File: src/hdl/lbf_consts.svh
`ifndef LBF_CONSTS_SVH
`define LBF_CONSTS_SVH
// ==========================================
// clock and timing
`define LBF_CLK_MHZ 200
`define LBF_RST_HOLD_NS 100
`define LBF_RST_HOLD_CYC ((`LBF_RST_HOLD_NS * `LBF_CLK_MHZ + 999) / 1000)
`define LBF_RXRST_NS 50
`define LBF_RXRST_CYC ((`LBF_RXRST_NS * `LBF_CLK_MHZ + 999) / 1000)
// ==========================================
// register offsets
`define LBF_OFF_CTRL 12'h000
`define LBF_OFF_MAXB 12'h004
`define LBF_OFF_TXD 12'h008
`define LBF_OFF_TXC 12'h00c
`define LBF_OFF_STAT 12'h010
`define LBF_OFF_STATE 12'h014
`define LBF_OFF_RXD 12'h018
`define LBF_OFF_RXI 12'h01c
`define LBF_OFF_CRC 12'h020
// ==========================================
// fields and reset values
`define LBF_CTRL_RUN 0
`define LBF_CTRL_AUTO 1
`define LBF_CTRL_RXRQ 2
`define LBF_TXC_SOP 8
`define LBF_TXC_EOP 9
`define LBF_LANES 4
`define LBF_MAXB_RST 8'h10
`define LBF_MAXB_MIN 8'h02
`define LBF_ST_OVF 0
`define LBF_ST_UFL 1
`define LBF_ST_BRST 2
`define LBF_ST_RXERR 3
`define LBF_ST_RXOVF 4
`define LBF_ST_CRC24 5
`endif

File: src/hdl/lbf_pkg.sv
package lbf_pkg;
   typedef enum logic [1:0] {LBF_HOLD, LBF_RXRST, LBF_RUN} lbf_state_t;
endpackage : lbf_pkg
File: src/hdl/lbf_ctrl.sv
`timescale 1ns/100ps
`include "lbf_consts.svh"
module lbf_ctrl (
   input wire logic pclk,
   input wire logic presetn,
   input wire logic psel,
   input wire logic penable,
   input wire logic pwrite,
   input wire logic [11:0] paddr,
   input wire logic [31:0] pwdata,
   output logic [31:0] prdata,
   output logic pready,
   output logic pslverr,
   output logic core_reset,
   output logic gt_reset,
   output logic transceiver_receive_reset,
   output logic tx_ena,
   output logic [31:0] tx_data,
   output logic tx_sop,
   output logic tx_eop,
   output logic [7:0] tx_chan,
   output logic tx_bctl,
   input wire logic tx_rdy,
   input wire logic tx_ovf,
   input wire logic tx_underflow,
   input wire logic tx_burst_err,
   input wire logic rx_ena,
   input wire logic [31:0] rx_data,
   input wire logic rx_sop,
   input wire logic rx_eop,
   input wire logic rx_err,
   input wire logic rx_ovf,
   input wire logic [`LBF_LANES-1:0] lane_crc_mismatch_flag,
   input wire logic rx_crc24_err,
   input wire logic clk_stable,
   input wire logic clock_data_recovery_lock,
   input wire logic serial_data_valid
);
   // ==========================================
   // pin synchronisers
   logic [2:0] sync1_q, sync2_q;
   logic clk_s, cdr_s, ser_s, cdr_prev_q, ser_prev_q;
   always_ff @(posedge pclk or negedge presetn) begin
      if (!presetn) begin
         sync1_q <= 3'h0;
         sync2_q <= 3'h0;
         cdr_prev_q <= 1'b0;
         ser_prev_q <= 1'b0;
      end else begin
         sync1_q <= {serial_data_valid, clock_data_recovery_lock, clk_stable};
         sync2_q <= sync1_q;
         cdr_prev_q <= sync2_q[1];
         ser_prev_q <= sync2_q[2];
      end
   end
   assign clk_s = sync2_q[0];
   assign cdr_s = sync2_q[1];
   assign ser_s = sync2_q[2];

   // ==========================================
   // apb decode
   logic acc, wr, rd, txc_wr, pend_q;
   logic [2:0] ctrl_q;
   logic [7:0] maxb_q;
   logic [31:0] txd_q, rxd_q;
   logic [5:0] stat_q;
   logic [`LBF_LANES-1:0] crc_q;
   logic [10:0] rxi_q;
   lbf_pkg::lbf_state_t st_q;
   assign acc = psel && penable && pready;
   assign wr = acc && pwrite;
   assign rd = acc && !pwrite;
   assign txc_wr = wr && paddr == `LBF_OFF_TXC;
   // a word still waiting for tx ready stalls the next one on the bus
   assign pready = !(psel && penable && pwrite && paddr == `LBF_OFF_TXC && pend_q);

   always_comb begin
      prdata = 32'h0;
      pslverr = 1'b0;
      case (paddr)
         `LBF_OFF_CTRL: prdata = {29'h0, ctrl_q};
         `LBF_OFF_MAXB: prdata = {24'h0, maxb_q};
         `LBF_OFF_TXD: prdata = txd_q;
         `LBF_OFF_TXC: prdata = 32'h0;
         `LBF_OFF_STAT: prdata = {26'h0, stat_q};
         `LBF_OFF_STATE: prdata = {28'h0, pend_q, tx_rdy, st_q};
         `LBF_OFF_RXD: prdata = rxd_q;
         `LBF_OFF_RXI: prdata = {21'h0, rxi_q};
         `LBF_OFF_CRC: prdata = {{(32-`LBF_LANES){1'b0}}, crc_q};
         default: pslverr = acc;
      endcase
   end

   // ==========================================
   // control registers
   logic rxrq_q;
   always_ff @(posedge pclk or negedge presetn) begin
      if (!presetn) begin
         ctrl_q <= 3'h0;
         rxrq_q <= 1'b0;
      end else begin
         rxrq_q <= wr && paddr == `LBF_OFF_CTRL && pwdata[`LBF_CTRL_RXRQ];
         if (wr && paddr == `LBF_OFF_CTRL)
            ctrl_q <= {1'b0, pwdata[`LBF_CTRL_AUTO], pwdata[`LBF_CTRL_RUN]};
      end
   end

   always_ff @(posedge pclk or negedge presetn) begin
      if (!presetn) begin
         maxb_q <= `LBF_MAXB_RST;
      end else if (wr && paddr == `LBF_OFF_MAXB && st_q == lbf_pkg::LBF_HOLD &&
                   pwdata[7:0] >= `LBF_MAXB_MIN) begin
         maxb_q <= pwdata[7:0];
      end
   end

   // ==========================================
   // reset sequencer
   logic [7:0] cnt_rst_q;
   logic fault;
   // the device flags are on this clock, so they are read without synchronisers
   assign fault = !clk_s || (cdr_prev_q && !cdr_s) || (tx_ovf && ctrl_q[`LBF_CTRL_AUTO]);
   always_ff @(posedge pclk or negedge presetn) begin
      if (!presetn) begin
         st_q <= lbf_pkg::LBF_HOLD;
         cnt_rst_q <= 8'h0;
      end else begin
         case (st_q)
            lbf_pkg::LBF_HOLD: begin
               if (clk_s && cdr_s && ctrl_q[`LBF_CTRL_RUN]) begin
                  cnt_rst_q <= cnt_rst_q + 8'h1;
                  if (cnt_rst_q == 8'(`LBF_RST_HOLD_CYC - 1)) begin
                     st_q <= lbf_pkg::LBF_RXRST;
                     cnt_rst_q <= 8'h0;
                  end
               end else begin
                  cnt_rst_q <= 8'h0;
               end
            end
            lbf_pkg::LBF_RXRST: begin
               if (fault || !ctrl_q[`LBF_CTRL_RUN]) begin
                  st_q <= lbf_pkg::LBF_HOLD;
                  cnt_rst_q <= 8'h0;
               end else if (ser_s) begin
                  cnt_rst_q <= cnt_rst_q + 8'h1;
                  if (cnt_rst_q == 8'(`LBF_RXRST_CYC - 1)) begin
                     st_q <= lbf_pkg::LBF_RUN;
                     cnt_rst_q <= 8'h0;
                  end
               end
            end
            lbf_pkg::LBF_RUN: begin
               if (fault || !ctrl_q[`LBF_CTRL_RUN]) begin
                  st_q <= lbf_pkg::LBF_HOLD;
               end else if ((ser_s && !ser_prev_q) || rxrq_q) begin
                  st_q <= lbf_pkg::LBF_RXRST;
               end
            end
            default: st_q <= lbf_pkg::LBF_HOLD;
         endcase
      end
   end
   assign core_reset = st_q == lbf_pkg::LBF_HOLD;
   assign gt_reset = st_q == lbf_pkg::LBF_HOLD;
   // receive-only reset leaves core_reset and gt_reset low, but tx words are not issued until LBF_RUN
   assign transceiver_receive_reset = st_q == lbf_pkg::LBF_RXRST;

   // ==========================================
   // tx writer with early forced control words
   logic [7:0] bcnt_q, chan_last_q;
   logic [9:0] txc_q;
   logic issue, chg, plain, force_bcw, tx_chg_q;
   assign issue = pend_q && tx_rdy && st_q == lbf_pkg::LBF_RUN;
   assign chg = txc_q[7:0] != chan_last_q;
   assign plain = !txc_q[`LBF_TXC_SOP] && !txc_q[`LBF_TXC_EOP] && !chg;
   // force one word ahead so the max length is never reached by itself
   assign force_bcw = plain && ({1'b0, bcnt_q} + 9'h2 >= {1'b0, maxb_q});

   always_ff @(posedge pclk or negedge presetn) begin
      if (!presetn) begin
         pend_q <= 1'b0;
         txd_q <= 32'h0;
         txc_q <= 10'h0;
      end else begin
         if (wr && paddr == `LBF_OFF_TXD)
            txd_q <= pwdata;
         if (issue)
            pend_q <= 1'b0;
         if (txc_wr) begin
            pend_q <= 1'b1;
            txc_q <= pwdata[9:0];
         end
      end
   end

   always_ff @(posedge pclk or negedge presetn) begin
      if (!presetn) begin
         tx_ena <= 1'b0;
         tx_data <= 32'h0;
         tx_sop <= 1'b0;
         tx_eop <= 1'b0;
         tx_chan <= 8'h0;
         tx_bctl <= 1'b0;
         tx_chg_q <= 1'b0;
         bcnt_q <= 8'h0;
         chan_last_q <= 8'h0;
      end else begin
         tx_ena <= issue;
         if (issue) begin
            tx_data <= txd_q;
            tx_sop <= txc_q[`LBF_TXC_SOP];
            tx_eop <= txc_q[`LBF_TXC_EOP];
            tx_chan <= txc_q[7:0];
            tx_bctl <= force_bcw;
            tx_chg_q <= chg;
            chan_last_q <= txc_q[7:0];
            // every implied or forced control word restarts the burst
            bcnt_q <= (plain && !force_bcw) ? bcnt_q + 8'h1 : 8'h0;
         end
         if (core_reset)
            bcnt_q <= 8'h0;
      end
   end

   // ==========================================
   // status capture, write one to clear, set wins
   logic [5:0] ev;
   assign ev = {rx_crc24_err, rx_ovf, rx_ena && rx_err, tx_burst_err, tx_underflow, tx_ovf};
   always_ff @(posedge pclk or negedge presetn) begin
      if (!presetn) begin
         stat_q <= 6'h0;
         crc_q <= '0;
         rxd_q <= 32'h0;
         rxi_q <= 11'h0;
      end else begin
         stat_q <= (stat_q & ~((wr && paddr == `LBF_OFF_STAT) ? pwdata[5:0] : 6'h0))
                   | ev;
         crc_q <= (crc_q & ~((wr && paddr == `LBF_OFF_CRC) ? pwdata[`LBF_LANES-1:0] : '0))
                  | lane_crc_mismatch_flag;
         // the rx bus is taken every cycle, no stall toward the device
         if (rx_ena) begin
            rxd_q <= rx_data;
            rxi_q <= {rx_err, rx_eop, rx_sop, rxi_q[7:0] + 8'h1};
         end
      end
   end
endmodule : lbf_ctrl

File: config.mk
export PLATFORM = sky130hd
export DESIGN_NAME = lbf_ctrl
export DESIGN_NICKNAME = d
export VERILOG_FILES = /design/src/hdl/lbf_pkg.sv /design/src/hdl/lbf_ctrl.sv
export VERILOG_INCLUDE_DIRS = /design/src /design/src/hdl
export SDC_FILE = /design/constraint.sdc
export NUM_CORES = 1
export LEC_CHECK = 0
export ABC_AREA = 1
export BUFFER_PORTS_ARGS = -buffer_cell sky130_fd_sc_hd__buf_4
export CELL_PAD_IN_SITES_DETAIL_PLACEMENT = 1
export CELL_PAD_IN_SITES_GLOBAL_PLACEMENT = 1
export CORE_ASPECT_RATIO = 1.4
export CORE_MARGIN = 2
export CORE_UTILIZATION = 44
export CTS_CLUSTER_DIAMETER = 30
export DETAILED_ROUTE_END_ITERATION = 10
export GPL_ROUTABILITY_DRIVEN = 0
export PLACE_DENSITY_LB_ADDON = 0.1
export SKIP_CTS_REPAIR_TIMING = 1
export SLEW_MARGIN = 20
export SYNTH_ARGS = -nofsm -noshare
export SYNTH_HDL_FRONTEND = slang
export SYNTH_SLANG_ARGS = --single-unit
File: constraint.sdc
create_clock -name pclk -period 3.3 [get_ports pclk]
set_input_delay 0.66 -clock pclk [delete_from_list [all_inputs] [get_ports pclk]]
set_output_delay 0.66 -clock pclk [all_outputs]
set_load 0.05 [all_outputs]
==> results_dict.tcl, run 1 <==
set metrics [dict create \
    critPathArrivalTime_ps 2270 \
    fin_util 0.560 \
    syn-num-nets 1174 \
    path_clk_slew_ps 70 \
    synthTopCellsByArea "dfrtp_1 (51%), nand2_1 (14%), inv_1 (7.4%)" \
    dieArea_um2 20800 \
    synth.avg_cell_area_um2 8.15 \
    ios 179 \
    layout_common_cells "nand2_1 (332), buf_4 (183), dfrtp_1 (176)" \
    area_delta_synth_final_pct 24.7 \
    yosys.area.top_type_share 0.508 \
    cp_data_required_time_ps 2640 \
    vias 7658 \
    htreeDepth 4 \
    grt_setup_unrepaired "false" \
    num_antenna_cells 0 \
    hold_viol_final 0 \
    crit_path_max_fanout 11 \
    grt_max_degree 70 \
    drt_iter0_markers 392 \
    max_freq_ghz 0.341 \
    grt_overflow 0 \
    cts_tree "done" \
    route.antenna.remaining_nets 0 \
    grt_pass1_wl_mm 43.3 \
    async_flop_share 1.00 \
    ys_ff_latch 177 \
    cts_buffers 17 \
    max-vdd-ir-drop_mv 0.356 \
    slew_violations 0 \
    drv_cap 0 \
    worst_slew_margin_rel 0.468 \
    first_pass_iters 5 \
    syn-instance-count 1063 \
    final_common_cell "nand2_1" \
    synthFlopType "dfrtp_1" \
    grt_pass1_vias 8234 \
    die_width_um 123 \
    synth-edff-count 0 \
    fp-row-count 60 \
    start_util 0.449 \
    die_y_um 170 \
    finalPower_w 0.00466 \
    drcViolationCount 0 \
    clock_skew_ps 14.6 \
    hold_path_class "in2async" \
    cts.path.max_buffers 2 \
    fin_crit_sh 0.889 \
    yosys_warnings 0 \
    synth_area_um2 8670 \
    setup_viol_count_final 0 \
    ys_types 40 \
    yosysSeqAreaShare 0.511 \
    routed_wl_mm 27.0 \
    clk_latency_ps 450 \
    root_buffer "clkbuf_16" \
    tns_ps 0 \
    cts_sinks 177 \
    grt_usage 0.271 \
    cp-start-kind "primary input" \
    p_leak_nw 5.69 \
    tightestPinTransition_ps 798 \
    dp_hpwl_mm 20.4 \
    status "finished, final reports clean" \
    antenna_found_initial 0 \
    core-area_um2 19300 \
    synth_area_leader_cell "dfrtp_1" \
    cp-end-kind "output pin" \
    viasPerCell 5.12 \
    nFillCells 2376 \
    port_buffers 178 \
    wire_per_inst_um 18.0 \
    power_density_nw_per_um2 431 \
    layout.nets 1346 \
    period_needed_ps 2930 \
    drive_gt1_frac 0.218 \
    crit_type "in2out" \
    dpl_worst_slack_ps 374 \
    layout_setup_ws_ps 366 \
]
==> layout make-up <==
class / instances / area, um2 / share of cell area
flip-flops and latches: 177 / 4430 / 0.410
multi-input cells: 675 / 3380 / 0.313
repair buffers: 187 / 1450 / 0.134
inverters: 177 / 669 / 0.0619
clock buffers: 18 / 429 / 0.0397
well taps: 248 / 310 / 0.0287
clock inverters: 14 / 143 / 0.0132
==> final timing paths <==
| check | startpoint | end | slack [ps] | cells after the start |
|---|---|---|---|---|
| min | presetn | cnt_rst_q[0] | 200 | 1 |
| max reg2reg | bcnt_q[2] | tx_bctl | 890 | 11 |
| min in group pclk | clock_data_recovery_lock | sync1_q[1] | 330 | 1 |
| min reg2reg | sync1_q[0] | sync2_q[0] | 350 | 0 |
| max | paddr[0] | prdata[5] | 370 | 12 |
| max in group asynchronous | presetn | maxb_q[4] | 2310 | 2 |
==> cells by family (layout without fill, tap and decap cells) <==
family / count (synthesis) / count (layout) / share of synthesized area
compound gates: 162 / 162 / 0.112
xor+xnor: 17 / 17 / 0.0172
fa+ha+maj: 13 / 13 / 0.0188
buf+inv: 211 / 396 / 0.0988
flops: 177 / 177 / 0.511
simple gates: 483 / 483 / 0.242
==> cells in the mapped netlist (2+ instances only) <==
master,n
nand4_1,29
o21ai_2,30
and3_1,2
buf_2,5
ha_1,13
nor2_2,3
o21ai_1,15
o221ai_1,3
nand3_4,2
clkbuf_1,16
inv_1,171
buf_4,2
buf_6,6
xor2_1,13
o22ai_1,24
xnor2_1,4
buf_1,5
and2_1,2
nor2_4,2
nand2_4,2
nand3_2,2
nor2_1,59
dfrtp_1,176
nor3_1,3
nand2_1,332
a21oi_1,8
inv_2,5
nand3_1,37
o21ai_0,79
nor3_4,3
==> critical path, cell delays in order <==
cell and delay, ps:
buf_4 110, inv_1 40, nand2_1 170, nor2_1 340, inv_1 100, nor2_1 130, buf_4 200, nand2_1 80
o21ai_0 90, nor2_1 70, nand2_1 80, buf_4 200
==> report_power, final <==
| part | internal, W | switching [W] |
|---|---|---|
| Combinational | 0.000144 | 0.000224 |
| Sequential | 0.00226 | 0.0000626 |
| Clock | 0.00100 | 0.000967 |
| Total | 0.00340 | 0.00125 |
==> per-stage QoR <==
step           instance area, um2  hold WS [ps]  instances
6_report                    10800           204       1496
5_1_grt                     10800           235       1496
2_1_floorplan                8670           331       1063
3_3_place_gp                10200           336       1464
4_1_cts                     10800           215       1496
3_5_place_dp                10200           339       1464
==> routing by layer <==
| metal | up-vias | track usage | routed length, um | part of all wire |
|---|---|---|---|---|
| met3 | 49 | 0.0597 | 1350 | 0.050 |
| li1 | 3678 | - | - | - |
| met4 | 0 | 0.104 | 841 | 0.031 |
| met1 | 3717 | 0.317 | 10700 | 0.39 |
| met2 | 214 | 0.479 | 14100 | 0.52 |
| met5 | - | 0 | 0 | 0 |
==> sequential cells by signal (all words and copies together) (netlist names) <==
signal and count:
bcnt_q 8, cdr_prev_q 1, chan_last_q 8, cnt_rst_q 8, crc_q 4, ctrl_q 2, maxb_q 8, pend_q 1
rxd_q 32, rxi_q 11, rxrq_q 1, ser_prev_q 1, st_q 2, stat_q 6, sync1_q 3, sync2_q 3
tx_bctl 1, tx_data 32, tx_ena 1, tx_eop 1, tx_sop 1, txc_q 10, txd_q 32
(Power assumes the default switching activity.)
==> inputs of run 2 (changes only) <==
--- a/config.mk
+++ b/config.mk
@@ -12,7 +12,7 @@
 export CELL_PAD_IN_SITES_GLOBAL_PLACEMENT = 1
 export CORE_ASPECT_RATIO = 1.4
 export CORE_MARGIN = 2
-export CORE_UTILIZATION = 44
+export CORE_UTILIZATION = 41
 export CTS_CLUSTER_DIAMETER = 30
 export DETAILED_ROUTE_END_ITERATION = 10
 export GPL_ROUTABILITY_DRIVEN = 0
==> constraint.sdc (replaced) <==
create_clock -name pclk -period 2.85 [get_ports pclk]
set_input_delay 0.57 -clock pclk [delete_from_list [all_inputs] [get_ports pclk]]
set_output_delay 0.57 -clock pclk [all_outputs]
set_load 0.05 [all_outputs]
==> run 2 against run 1 <==
Net effect:
- worst hold slack got worse by 88 ps
- first-iteration DRC count decreased by 24%
- setup slack got worse by 250 ps
- power increased by 16%
- combinational power increased by 14%
- sequential share of layout area decreased by 0.28 points
- register-to-register slack got worse by 270 ps
- critical endpoint is now prdata[3]
==> results_dict.tcl, run 2 (synthesis results as in run 1) <==
set metrics [dict create \
    largestRegisters "rxd_q (32), tx_data (32), txd_q (32)" \
    layout_common_cells "nand2_1 (331), buf_4 (191), dfrtp_1 (176)" \
    wire_per_inst_um 17.4 \
    vias 7544 \
    antenna_found_initial 0 \
    die_width_um 127 \
    worst_slew_margin_rel 0.561 \
    cp_slowest_stage_delay_ps 260 \
    fp-row-count 62 \
    slew_violations 0 \
    cts.path.max_buffers 2 \
    placed_cell_area_um2 10300 \
    die_y_um 176 \
    cp-start-kind "primary input" \
    cts_buffers 17 \
    multi_input_area_um2 3390 \
    first_pass_iters 4 \
    max_freq_ghz 0.366 \
    p_leak_nw 5.73 \
    crit_family "simple AND/OR/NAND/NOR gates" \
    grt_max_degree 67 \
    critPathArrivalTime_ps 2170 \
    cp-end-kind "output pin" \
    crit_type "in2out" \
    cts_sinks 177 \
    fin_crit_sh 0.960 \
    drt_iter0_markers 296 \
    routed_wl_mm 26.3 \
    grt_usage 0.243 \
    grt_overflow 0 \
    htreeDepth 4 \
    grt_pass1_vias 8144 \
    path_clk_slew_ps 70 \
    startpoint "paddr[1]" \
    dieArea_um2 22300 \
    hold_viol_final 0 \
    ios 179 \
    setup_viol_count_final 0 \
    seq_area_um2 4430 \
    start_util 0.420 \
    design_area_um2 10900 \
    area_delta_synth_final_pct 25.6 \
    tightestPinTransition_ps 655 \
    max-vdd-ir-drop_mv 0.382 \
    drcViolationCount 0 \
    path_cells "buf_4 -> inv_1 -> nand2_1 -> nor2_2 -> nand3_2 -> nor2_1 -> nor2_1 -> a21oi_1 -> buf_4" \
    crit_slowest_cell "buf_4" \
    final_common_cell "nand2_1" \
    hold_path_class "in2async" \
    layout.nets 1354 \
    dp_hpwl_mm 19.9 \
    grt_setup_unrepaired "false" \
    crit_path_max_fanout 6 \
    root_buffer "clkbuf_16" \
    viasPerCell 4.99 \
    tns_ps 0 \
    port_buffers 178 \
    fin_util 0.527 \
    grt_pass1_wl_mm 42.2 \
    drive_gt1_frac 0.225 \
    drv_cap 0 \
    core-area_um2 20600 \
    period_needed_ps 2740 \
    route.antenna.remaining_nets 0 \
    cts_tree "done" \
    status "finished, final reports clean" \
    num_antenna_cells 0 \
    cp_data_required_time_ps 2280 \
    clock_skew_ps 10.6 \
    timing.rr.start "bcnt_q[3]" \
    power_density_nw_per_um2 496 \
    critPathBufInv 3 \
    clk_latency_ps 430 \
    nFillCells 2533 \
]
run 2: cell count changes in the layout (fill, tap and decap cells not counted), sizes merged:
cell    change
buf         +8
inv         +1
clkinv      -1
run 2: cell type report:
class | instances | share of cell area
inverter | 177 | 0.0615
tap | 256 | 0.0294
clock buffer | 18 | 0.0394
timing repair buffer | 195 | 0.138
clock inverter | 14 | 0.0128
multi-input combinational | 675 | 0.311
sequential | 177 | 0.407
run 2: final timing paths:
path                                end  slack [ps]  depth (start not counted)
setup reg to reg              bcnt_q[7]         620                         14
hold / removal             cnt_rst_q[1]         120                          1
hold reg to reg              sync2_q[1]         350                          0
setup / recovery              prdata[3]         110                          9
max in group asynchronous      rxd_q[2]        1900                          2
min in group pclk            sync1_q[1]         240                          1
run 2: metrics by stage:
step           instances  hold slack [ps]  power [W]  setup WS, ps
5_1_grt             1512              172    0.00562          5.34
2_1_floorplan       1063              274    0.00290          89.1
3_3_place_gp        1480              336    0.00314           118
6_report            1512              116    0.00539           114
3_5_place_dp        1480              337    0.00316          78.9
4_1_cts             1512              159    0.00545          36.0
run 2: power breakdown:
part	internal (W)	switching, W	leakage [nW]	total, W
Clock	0.00116	0.00113	0.274	0.00229
Combinational	0.000170	0.000250	3.14	0.000420
Sequential	0.00261	0.0000728	2.32	0.00269
run 2: metal layers:
| metal | share of wire | vias up | wire, um | track usage |
|---|---|---|---|---|
| met3 | 0.058 | 40 | 1520 | 0.0615 |
| li1 | - | 3697 | - | - |
| met1 | 0.40 | 3630 | 10600 | 0.285 |
| met5 | 0 | - | 0 | 0 |
| met2 | 0.51 | 177 | 13400 | 0.430 |
| met4 | 0.032 | 0 | 854 | 0.0856 |
